## src/rtl/cmd_addr_pkg.sv

```systemverilog
// package: shared constants for the command/address link between a
// memory controller end and the memory device decode end.
// assumes both ends run on the same ref_clk_i and see the same pins.
package cmd_addr_pkg;

    // ------------------------------------------------------------
    // widths
    // ------------------------------------------------------------
    localparam int ADDR_W   = 14;
    localparam int BANK_W   = 3;
    localparam int MR_IDX_W = 2;

    // ------------------------------------------------------------
    // address field positions
    // ------------------------------------------------------------
    localparam int AUTO_PRE_BIT  = 10;
    localparam int CHOP_SEL_BIT  = 12;
    // mode register 0 burst length field
    localparam int MR0_BL_LSB    = 0;
    localparam logic [1:0] BL_FIXED8 = 2'h0;
    localparam logic [1:0] BL_OTF    = 2'h1;
    localparam logic [1:0] BL_FIXED4 = 2'h2;

    // ------------------------------------------------------------
    // command codes {cs_n, ras_n, cas_n, we_n}
    // ------------------------------------------------------------
    localparam logic [3:0] CODE_MRS  = 4'h0;
    localparam logic [3:0] CODE_REF  = 4'h1;
    localparam logic [3:0] CODE_PRE  = 4'h2;
    localparam logic [3:0] CODE_ACT  = 4'h3;
    localparam logic [3:0] CODE_WR   = 4'h4;
    localparam logic [3:0] CODE_ZQ   = 4'h6;
    localparam logic [3:0] CODE_RD   = 4'h5;
    localparam logic [3:0] CODE_NOP  = 4'h7;
    localparam logic [3:0] CODE_DESL = 4'h8;

    // ------------------------------------------------------------
    // decoded command kinds and reset values
    // ------------------------------------------------------------
    typedef enum logic [2:0] {
        K_NONE  = 3'h0,
        K_ACT   = 3'h1,
        K_RD    = 3'h2,
        K_WR    = 3'h3,
        K_PRE   = 3'h4,
        K_MRS   = 3'h5,
        K_OTHER = 3'h6
    } cmd_kind_t;

    localparam logic [13:0] MR_RESET = 14'h0000;
endpackage

```

## src/rtl/cmd_addr_if.sv

```systemverilog
// interface: command, address and strobe pins between the two ends.
// assumes one shared clock; the strobe is driven by the device end.
`timescale 1ns/1ps
`default_nettype none
interface cmd_addr_if (
    input wire logic ref_clk_i
);
    logic                              cs_n;
    logic                              ras_n;
    logic                              cas_n;
    logic                              we_n;
    logic [cmd_addr_pkg::ADDR_W-1:0]   addr;
    logic [cmd_addr_pkg::BANK_W-1:0]   bank;
    logic                              dqs;
    logic                              dqs_n;
    logic                              dqs_oe;

    modport ctrl (
        input  ref_clk_i,
        output cs_n,
        output ras_n,
        output cas_n,
        output we_n,
        output addr,
        output bank,
        input  dqs,
        input  dqs_n,
        input  dqs_oe
    );
    modport dev (
        input  ref_clk_i,
        input  cs_n,
        input  ras_n,
        input  cas_n,
        input  we_n,
        input  addr,
        input  bank,
        output dqs,
        output dqs_n,
        output dqs_oe
    );
endinterface
`default_nettype wire

```

## src/rtl/cmd_addr_decode.sv

```systemverilog
// device end: registers command and address pins on each rising edge,
// decodes the command and reports row, column, precharge, mode loads.
// assumes the controller end holds pins stable around the rising edge.
//
// Functional notes
// - activate row taken from address inputs
// - read/write: column address, bit 10 auto precharge
// - precharge bit 10: low one bank, high all
// - load mode writes address opcode to register
// - otf chop: bit 12 high eight, low four
// - bank inputs pick bank for bank commands
// - bank inputs pick mode register zero to three
// - inputs sampled only at rising clock edge
// - strobe timed from clock edges
// - command decoded from four strobes together
// - chip select high masks the command decoder
`timescale 1ns/1ps
`default_nettype none
module cmd_addr_decode (
    cmd_addr_if.dev                        pins,
    input  wire logic                      rst_i,
    input  wire logic                      strobe_en_i,
    output logic                           cmd_valid_o,
    output cmd_addr_pkg::cmd_kind_t        cmd_kind_o,
    output logic [cmd_addr_pkg::BANK_W-1:0] bank_o,
    output logic [cmd_addr_pkg::ADDR_W-1:0] row_o,
    output logic [cmd_addr_pkg::ADDR_W-1:0] col_o,
    output logic                           auto_pre_o,
    output logic                           pre_all_o,
    output logic                           burst8_o,
    output logic                           mr_load_o,
    output logic [cmd_addr_pkg::MR_IDX_W-1:0] mr_idx_o,
    output logic [cmd_addr_pkg::ADDR_W-1:0] mr0_o
);
    // ------------------------------------------------------------
    // input registers, one sample per rising edge
    // ------------------------------------------------------------
    logic [3:0]                          code_r;
    logic [cmd_addr_pkg::ADDR_W-1:0]     addr_r;
    logic [cmd_addr_pkg::BANK_W-1:0]     bank_r;

    // reset parks the code at deselect so nothing decodes from stale pins
    wire [3:0] code_nxt = {pins.cs_n, pins.ras_n, pins.cas_n, pins.we_n};

    always_ff @(posedge pins.ref_clk_i) begin
        if (rst_i) begin
            code_r <= cmd_addr_pkg::CODE_DESL;
        end else begin
            code_r <= code_nxt;
        end
    end

    always_ff @(posedge pins.ref_clk_i) begin
        if (rst_i) begin
            addr_r <= '0;
            bank_r <= '0;
        end else begin
            addr_r <= pins.addr;
            bank_r <= pins.bank;
        end
    end

    // ------------------------------------------------------------
    // decode
    // ------------------------------------------------------------
    wire deselect = code_r[3];
    wire is_act = !deselect && code_r == cmd_addr_pkg::CODE_ACT;
    wire is_rd  = !deselect && code_r == cmd_addr_pkg::CODE_RD;
    wire is_wr  = !deselect && code_r == cmd_addr_pkg::CODE_WR;
    wire is_pre = !deselect && code_r == cmd_addr_pkg::CODE_PRE;
    wire is_mrs = !deselect && code_r == cmd_addr_pkg::CODE_MRS;
    wire is_oth = !deselect && !is_act && !is_rd && !is_wr && !is_pre
                  && !is_mrs && code_r != cmd_addr_pkg::CODE_NOP;

    logic [cmd_addr_pkg::ADDR_W-1:0] mr0_r;
    wire [1:0] bl_mode = mr0_r[cmd_addr_pkg::MR0_BL_LSB +: 2];
    wire otf_on = bl_mode == cmd_addr_pkg::BL_OTF;
    // chop pin only matters when the mode register allows it
    wire b8_nxt = otf_on ? addr_r[cmd_addr_pkg::CHOP_SEL_BIT]
                         : (bl_mode != cmd_addr_pkg::BL_FIXED4);
    wire [cmd_addr_pkg::MR_IDX_W-1:0] idx_nxt =
        bank_r[cmd_addr_pkg::MR_IDX_W-1:0];

    cmd_addr_pkg::cmd_kind_t kind_nxt;
    assign kind_nxt = is_act ? cmd_addr_pkg::K_ACT :
                      is_rd  ? cmd_addr_pkg::K_RD  :
                      is_wr  ? cmd_addr_pkg::K_WR  :
                      is_pre ? cmd_addr_pkg::K_PRE :
                      is_mrs ? cmd_addr_pkg::K_MRS :
                      is_oth ? cmd_addr_pkg::K_OTHER :
                               cmd_addr_pkg::K_NONE;

    // ------------------------------------------------------------
    // decoded outputs
    // ------------------------------------------------------------
    wire bank_cmd = is_act || is_rd || is_wr || is_pre;
    wire rw_cmd   = is_rd || is_wr;
    wire any_cmd  = kind_nxt != cmd_addr_pkg::K_NONE;

    // pulses stand one cycle; data fields hold until the next command
    // of their own kind, so a slow consumer may still read them later
    always_ff @(posedge pins.ref_clk_i) begin
        if (rst_i) begin
            cmd_valid_o <= 1'b0;
            cmd_kind_o  <= cmd_addr_pkg::K_NONE;
            mr_load_o   <= 1'b0;
        end else begin
            cmd_valid_o <= any_cmd;
            cmd_kind_o  <= kind_nxt;
            mr_load_o   <= is_mrs;
        end
    end

    always_ff @(posedge pins.ref_clk_i) begin
        if (rst_i) begin
            bank_o <= '0;
        end else if (bank_cmd) begin
            bank_o <= bank_r;
        end
    end

    always_ff @(posedge pins.ref_clk_i) begin
        if (rst_i) begin
            row_o <= '0;
        end else if (is_act) begin
            row_o <= addr_r;
        end
    end

    always_ff @(posedge pins.ref_clk_i) begin
        if (rst_i) begin
            col_o      <= '0;
            auto_pre_o <= 1'b0;
            burst8_o   <= 1'b1;
        end else if (rw_cmd) begin
            col_o      <= addr_r;
            auto_pre_o <= addr_r[cmd_addr_pkg::AUTO_PRE_BIT];
            burst8_o   <= b8_nxt;
        end
    end

    always_ff @(posedge pins.ref_clk_i) begin
        if (rst_i) begin
            pre_all_o <= 1'b0;
        end else if (is_pre) begin
            pre_all_o <= addr_r[cmd_addr_pkg::AUTO_PRE_BIT];
        end
    end

    always_ff @(posedge pins.ref_clk_i) begin
        if (rst_i) begin
            mr_idx_o <= '0;
        end else if (is_mrs) begin
            mr_idx_o <= idx_nxt;
        end
    end

    // ------------------------------------------------------------
    // mode registers; only index zero steers the decode
    // ------------------------------------------------------------
    logic [cmd_addr_pkg::ADDR_W-1:0] mr_r [4];
    always_ff @(posedge pins.ref_clk_i) begin
        if (rst_i) begin
            for (int i = 0; i < 4; i++) begin
                mr_r[i] <= cmd_addr_pkg::MR_RESET;
            end
        end else if (is_mrs) begin
            mr_r[idx_nxt] <= addr_r;
        end
    end
    assign mr0_r = mr_r[0];

    always_ff @(posedge pins.ref_clk_i) begin
        if (rst_i) begin
            mr0_o <= cmd_addr_pkg::MR_RESET;
        end else begin
            mr0_o <= mr0_r;
        end
    end

    // ------------------------------------------------------------
    // strobe: toggles on each rising edge while enabled, so its
    // edges stay locked to the clock; data path is not modelled
    // ------------------------------------------------------------
    logic dqs_r;
    logic dqs_n_r;
    logic dqs_oe_r;

    always_ff @(posedge pins.ref_clk_i) begin
        if (rst_i) begin
            dqs_oe_r <= 1'b0;
        end else begin
            dqs_oe_r <= strobe_en_i;
        end
    end

    // both halves come from flops so the pair cannot skew apart
    always_ff @(posedge pins.ref_clk_i) begin
        if (rst_i) begin
            dqs_r   <= 1'b0;
            dqs_n_r <= 1'b1;
        end else begin
            dqs_r   <= strobe_en_i ? !dqs_r : 1'b0;
            dqs_n_r <= strobe_en_i ? dqs_r : 1'b1;
        end
    end
    assign pins.dqs    = dqs_r;
    assign pins.dqs_n  = dqs_n_r;
    assign pins.dqs_oe = dqs_oe_r;
endmodule
`default_nettype wire

```

## src/flat_wrapper.sv

```systemverilog
// flat-port wrapper written by rule: the top's interface ports become plain ports
module cmd_addr_decode_flat 
  (rst_i, strobe_en_i, cmd_valid_o, cmd_kind_o, bank_o, row_o, col_o, auto_pre_o, pre_all_o, burst8_o, mr_load_o, mr_idx_o, mr0_o, ref_clk_i, pins_cs_n, pins_ras_n, pins_cas_n, pins_we_n, pins_addr, pins_bank, pins_dqs, pins_dqs_n, pins_dqs_oe);
  cmd_addr_if pins_i (.ref_clk_i(ref_clk_i));
  input  wire logic rst_i;
  input  wire logic strobe_en_i;
  output logic cmd_valid_o;
  output cmd_addr_pkg::cmd_kind_t cmd_kind_o;
  output logic [cmd_addr_pkg::BANK_W-1:0] bank_o;
  output logic [cmd_addr_pkg::ADDR_W-1:0] row_o;
  output logic [cmd_addr_pkg::ADDR_W-1:0] col_o;
  output logic auto_pre_o;
  output logic pre_all_o;
  output logic burst8_o;
  output logic mr_load_o;
  output logic [cmd_addr_pkg::MR_IDX_W-1:0] mr_idx_o;
  output logic [cmd_addr_pkg::ADDR_W-1:0] mr0_o;
  input wire logic ref_clk_i;
  input wire logic [$bits(pins_i.cs_n)-1:0] pins_cs_n;
  input wire logic [$bits(pins_i.ras_n)-1:0] pins_ras_n;
  input wire logic [$bits(pins_i.cas_n)-1:0] pins_cas_n;
  input wire logic [$bits(pins_i.we_n)-1:0] pins_we_n;
  input wire logic [$bits(pins_i.addr)-1:0] pins_addr;
  input wire logic [$bits(pins_i.bank)-1:0] pins_bank;
  output wire logic [$bits(pins_i.dqs)-1:0] pins_dqs;
  output wire logic [$bits(pins_i.dqs_n)-1:0] pins_dqs_n;
  output wire logic [$bits(pins_i.dqs_oe)-1:0] pins_dqs_oe;
  assign pins_i.cs_n = pins_cs_n;
  assign pins_i.ras_n = pins_ras_n;
  assign pins_i.cas_n = pins_cas_n;
  assign pins_i.we_n = pins_we_n;
  assign pins_i.addr = pins_addr;
  assign pins_i.bank = pins_bank;
  assign pins_dqs = pins_i.dqs;
  assign pins_dqs_n = pins_i.dqs_n;
  assign pins_dqs_oe = pins_i.dqs_oe;
  cmd_addr_decode u_core (.pins(pins_i), .rst_i(rst_i), .strobe_en_i(strobe_en_i), .cmd_valid_o(cmd_valid_o), .cmd_kind_o(cmd_kind_o), .bank_o(bank_o), .row_o(row_o), .col_o(col_o), .auto_pre_o(auto_pre_o), .pre_all_o(pre_all_o), .burst8_o(burst8_o), .mr_load_o(mr_load_o), .mr_idx_o(mr_idx_o), .mr0_o(mr0_o));
endmodule
```

## config.mk

```make
export PLATFORM = sky130hd
export DESIGN_NAME = cmd_addr_decode_flat
export DESIGN_NICKNAME = d
export VERILOG_FILES = /design/src/rtl/cmd_addr_pkg.sv /design/src/rtl/cmd_addr_if.sv /design/src/rtl/cmd_addr_decode.sv /design/src/flat_wrapper.sv
export SDC_FILE = /design/constraint.sdc
export NUM_CORES = 1
export LEC_CHECK = 0
export ABC_CLOCK_PERIOD_IN_PS = 2600
export CAP_MARGIN = 20
export CORE_MARGIN = 4
export CORE_UTILIZATION = 40
export DETAILED_ROUTE_END_ITERATION = 10
export DONT_BUFFER_PORTS = 1
export PLACE_DENSITY = 0.59
export SLEW_MARGIN = 30
export SYNTH_ARGS = -nofsm -noshare
export SYNTH_HDL_FRONTEND = slang
export SYNTH_SLANG_ARGS = --single-unit
```

## constraint.sdc

```tcl
create_clock -name ref_clk_i -period 2.6 [get_ports ref_clk_i]
set_input_delay 0.26 -clock ref_clk_i [delete_from_list [all_inputs] [get_ports ref_clk_i]]
set_output_delay 0.26 -clock ref_clk_i [all_outputs]
set_load 0.01 [all_outputs]
```

Word-level counts from Yosys, hierarchy flattened
Memory sizes are Yosys's and may differ from the RTL's.
Cells that the tools add are included.
{ "word_totals": {"reg_bits": 79, "latch_bits": 0, "ram_bits": 56, "mem_bits_ro": 0, "out_inout_bits": 58, "word_cells": 67, "n_memories": 1} }
{ "memory_table": {"columns": ["memory", "depth", "word_bits", "read_ports", "rd_clocked_by_memory_dff", "write_ports", "line_no", "text"], "rows": [
  ["u_core.mr_r", 4, 14, 1, 0, 4, "cmd_addr_decode.sv:161", "logic [cmd_addr_pkg::ADDR_W-1:0] mr_r [4];"]
]} }
{ "classes": {"n_addsub": 0, "multipliers": 0, "n_div": 0, "order_cmp": 0, "eq_ne": 7, "shifts": 0, "mux": 15, "bitwise": 1, "n_reduce_logical": 26} }
{ "op_table": {"columns": ["cell", "n"], "rows": [
  ["$mux 3", 6],
  ["$mux 14", 1],
  ["$reduce_or 14->1", 1],
  ["$logic_and 1x1->1", 11],
  ["$eq 4x2->1 const B", 2],
  ["$eq 4x3->1 const B", 2],
  ["$logic_not 1->1", 7],
  ["$mux 1", 7],
  ["$logic_not 4->1", 1],
  ["$logic_or 1x1->1", 4],
  ["$ne 4x3->1 const B", 1],
  ["$reduce_bool 3->1", 1],
  ["$eq 2x1->1 const B", 1],
  ["$mux 2", 1],
  ["$ne 2x2->1 const B", 1],
  ["$reduce_or 2->1", 1],
  ["$not 1->1", 1]
]} }

Longest topological paths before layout
{ "depth": {"depth_word": 16, "ltp_mapped": 6, "ltp_nobuf": 3} }

Worst setup path before layout
OpenSTA, ideal clock, no wires.
{ "synth_timing": {"path_kind": "flip-flop to flip-flop", "start": "reg u_core.code_r[2]", "end": "mem u_core.mr_r[0][0] (netlist bit) (enable)", "setup_time_ns": 0.407, "arrival_time_ns": 2.220, "required_time_ns": 2.193, "path_slack_ns": -0.027, "stages_incl_launch_ff": 5, "n_path_buf": 2, "cell_sequence": "dfxtp_1 buf_2 or4_4 buf_6 o31ai_1"} }
{ "synth_rtl": {"columns": ["element", "line_no", "text"], "rows": [
  ["start, declared", "cmd_addr_decode.sv:38", "logic [3:0] code_r;"],
  ["start signal, assigned", "cmd_addr_decode.sv:47", "code_r <= cmd_addr_pkg::CODE_DESL;"],
  ["start signal, assigned", "cmd_addr_decode.sv:49", "code_r <= code_nxt;"],
  ["end, declared", "cmd_addr_decode.sv:161", null]
]} }

==> flow_metrics.py <==
metrics = {
    "cells_and_area": {
        "drive_above_1_share_pct": 9.34,
        "multi_input_area_um2": 965,
        "nNetsFinal": 308,
        "register_area_mm2": 0.00198,
        "area_growth_pct": 9.37,
        "fin_cells": 388,
        "nFillCells": 714,
        "antenna-diode-count": 0,
    },
    "global_routing": {
        "grt_max_degree": 73,
        "busiest_layer": "met2",
        "grt_pass1_wl_um": 9090,
        "grtUsageMet1_pct": 18.2,
        "antenna_found_initial": 0,
        "met2_usage_pct": 18.8,
        "grt_pass1_vias": 1640,
        "gr-usage-met3_pct": 4.74,
        "overflow": 0,
        "track_usage_pct": 13.7,
    },
    "sta": {
        "rsz0062_at_grt": "false",
        "setup_tns_ns": 0,
        "fin_skew_ns": 0.0101,
        "holdWs_ns": 0.0215,
        "period_needed_ns": 1.79,
        "maxSlewViolCount": 0,
        "finalCritPeriodShare_pct": 68.8,
        "fmaxAchievable_ghz": 0.559,
        "finalSetupViolations": 0,
        "slew_headroom_pct": 56.3,
        "hold_viol_final": 0,
        "tightest_slew_ns": 0.651,
    },
    "run": {
        "cap_violations": 0,
    },
    "setup_path": {
        "worst_setup_path_end_kind": "flop",
        "critPathMaxFanout": 14,
        "reg2reg_depth": 3,
        "worst_ep_required_time_ns": 2.83,
        "r2r-start": "u_core.code_r[3]$_SDFF_PP1_",
        "r2r-end": "u_core.mr_r[0][10]$_SDFFCE_PN0P_",
        "cp-start-kind": "flop",
        "slowest_delay_ns": 0.63,
        "slowest_stage": "or4_4",
        "reg2reg_slack_ns": 0.81,
        "path_class": "reg2reg",
        "path_cells": "or4_4 > nor4_4 > and2_1",
        "crit_end": "u_core.mr_r[0][10]$_SDFFCE_PN0P_",
        "arrival_ns": 2.02,
        "startpoint": "u_core.code_r[3]$_SDFF_PP1_",
    },
    "logic_synthesis": {
        "syn_area_per_cell_um2": 10.6,
        "synth_most_common_cell": "dfxtp_1",
        "ys_top_cells_by_count": "dfxtp_1, nand2_1, nor2b_1, a21oi_1",
        "ys_seq_elements": 92,
        "synthCells": 287,
        "yosysTopAreaCellShare_pct": 51.3,
        "synthTopCellsByArea": "dfxtp_1, edfxtp_1, nand2_1, nor2b_1, a21oi_1",
        "synth_edf_count": 14,
        "ys_types": 31,
        "ys_seq_area_share_pct": 65.1,
        "yosys.area.top_type": "dfxtp_1",
        "async_flop_share_pct": 0,
        "ys.flop_type": "dfxtp_1",
        "yosysWarnings": 0,
        "syn-num-nets": 311,
        "syn_area_mm2": 0.00304,
    },
    "power_and_ir_drop": {
        "power_frac_clock_pct": 34.9,
        "pwr-share-seq_pct": 61.7,
        "combPwrFrac_pct": 3.4,
        "cellPowerDensity_mw_per_mm2": 754,
        "p_int_w": 0.00190,
        "ir_worst_vdd_mv": 0.287,
        "switching_power_w": 0.000609,
        "leakagePower_nw": 1.17,
        "power_switching_share_pct": 24.3,
    },
    "cts": {
        "cts.sinks": 92,
        "cts_buffers": 9,
        "cts_tree": "done",
        "clock_path_buffers": 2,
        "cts-root-buf": "clkbuf_8",
        "clk_latency_ns": 0.36,
        "htreeDepth": 3,
        "clkTransAtPathRegs_ns": 0.10,
    },
    "floorplan": {
        "io_pins": 82,
        "core_area_mm2": 0.00733,
        "die_h_um": 95.2,
        "die_w_um": 95.2,
        "dieArea_mm2": 0.00907,
        "start_util_pct": 41.5,
        "rows": 31,
    },
    "route": {
        "drtIter0Drc": 88,
        "wire_per_inst_um": 14.8,
        "drt.antenna.violating_nets": 0,
        "drc": 0,
        "first_pass_iters": 4,
        "vias_per_cell": 4.55,
        "vias": 1767,
        "drt-total-wl_um": 5760,
    },
    "placed_design": {
        "placed_cells": 369,
        "io_buffers": 0,
        "finalWeightedCongestion": 0.734,
        "post-dp-hpwl_um": 3840,
    },
    "worst_hold_path": {
        "hold_path.class": "in2reg",
        "hp-start": "pins_addr[3]",
    },
    "status": {
        "run_status": "finished clean",
    },
}
-- power by group through the flow --
stage | Sequential, W | Clock [W] | Combinational, W
floorplan | 0.00156 | 0 | 0.0000769
global placement | 0.00158 | 0 | 0.0000615
detailed placement | 0.00158 | 0 | 0.0000622
CTS | 0.00155 | 0.000912 | 0.0000864
global route | 0.00156 | 0.000977 | 0.0000962
finish | 0.00155 | 0.000876 | 0.0000840
-- logic make-up after synthesis --
group,Yosys count,share of synthesized area (%)
muxes,7,2.30
buffers and inverters,22,3.70
DFF,92,65.1
and+or+nand+nor,130,22.3
xor gates and xnor gates,1,0.288
AOI/OAI and AO/OA,35,6.29
-- through the flow --
stage / power (W) / utilization, % / setup WS (ns) / area, um^2
floorplan: 0.00164 / - / 0.409 / 3050
global placement: 0.00164 / 42.3 / 0.835 / 3100
detailed placement: 0.00164 / 42.3 / 0.800 / 3100
CTS: 0.00255 / 45.4 / 0.777 / 3330
global route: 0.00263 / 45.4 / 0.624 / 3330
finish: 0.00251 / 45.4 / 0.812 / 3330
-- cells in the final DEF (no fill, tap or decap), types with 3 or more instances in the layout --
cell type,instances
mux2i_1,7
nand2_1,62
nor2_1,6
inv_6,4
nor2b_1,36
and2_1,14
a21oi_1,29
clkbuf_8,9
dfxtp_1,78
edfxtp_1,14
buf_4,3
-- layer usage --
layer  part of all wire [%]  vias up
met3                    7.7       10
met5                      0        -
met1                     45      784
li1                       -      925
met2                     45       48
met4                    2.0        0
-- layout make-up --
| type | instances | share of cell area [%] |
|---|---|---|
| flip-flops and latches | 92 | 59.5 |
| multi-input cells | 173 | 29.0 |
| repair buffers | 6 | 2.11 |
| clock inverters | 7 | 1.69 |
| clock buffers | 9 | 3.72 |
| inverters | 2 | 0.226 |
| well taps | 99 | 3.72 |
-- state kept, by name (all words and copies together) (netlist names), 2 cells and up --
| signal | flops |
|---|---|
| u_core.mr_idx_o | 2 |
| u_core.code_r | 4 |
| u_core.cmd_kind_o | 3 |
| u_core.row_o | 14 |
| u_core.col_o | 14 |
| u_core.bank_o | 3 |
| u_core.addr_r | 14 |
| u_core.bank_r | 3 |
| u_core.mr_r | 14 |
| u_core.mr0_o | 14 |
-- critical path, delay by kind of cell (launching register included) --
| kind | cells | cell delay [ns] |
|---|---|---|
| AND/OR/NAND/NOR | 3 | 1.25 |
| flip-flops | 1 | 0.41 |
-- timing repair --
action	in CTS	in global routing
hold buffers	3	0
resized for setup	0	0
hold endpoints to repair	73	0
endpoints found under the setup margin	0	0
setup buffers	0	0
-- worst min-delay path by stage --
| stage | endpoint | cells after the start |
|---|---|---|
| global route | u_core.addr_r[12]$_SDFF_PP0_ | 1 |
| global placement | u_core.bank_r[2]$_SDFF_PP0_ | 1 |
| CTS | u_core.addr_r[3]$_SDFF_PP0_ | 1 |
| finish | u_core.addr_r[3]$_SDFF_PP0_ | 1 |
| detailed placement | u_core.mr0_o[1]$_SDFF_PP0_ | 1 |
| floorplan | u_core.pins.dqs_oe$_SDFF_PP0_ | 1 |
Power figures use the tool's default switching activity.
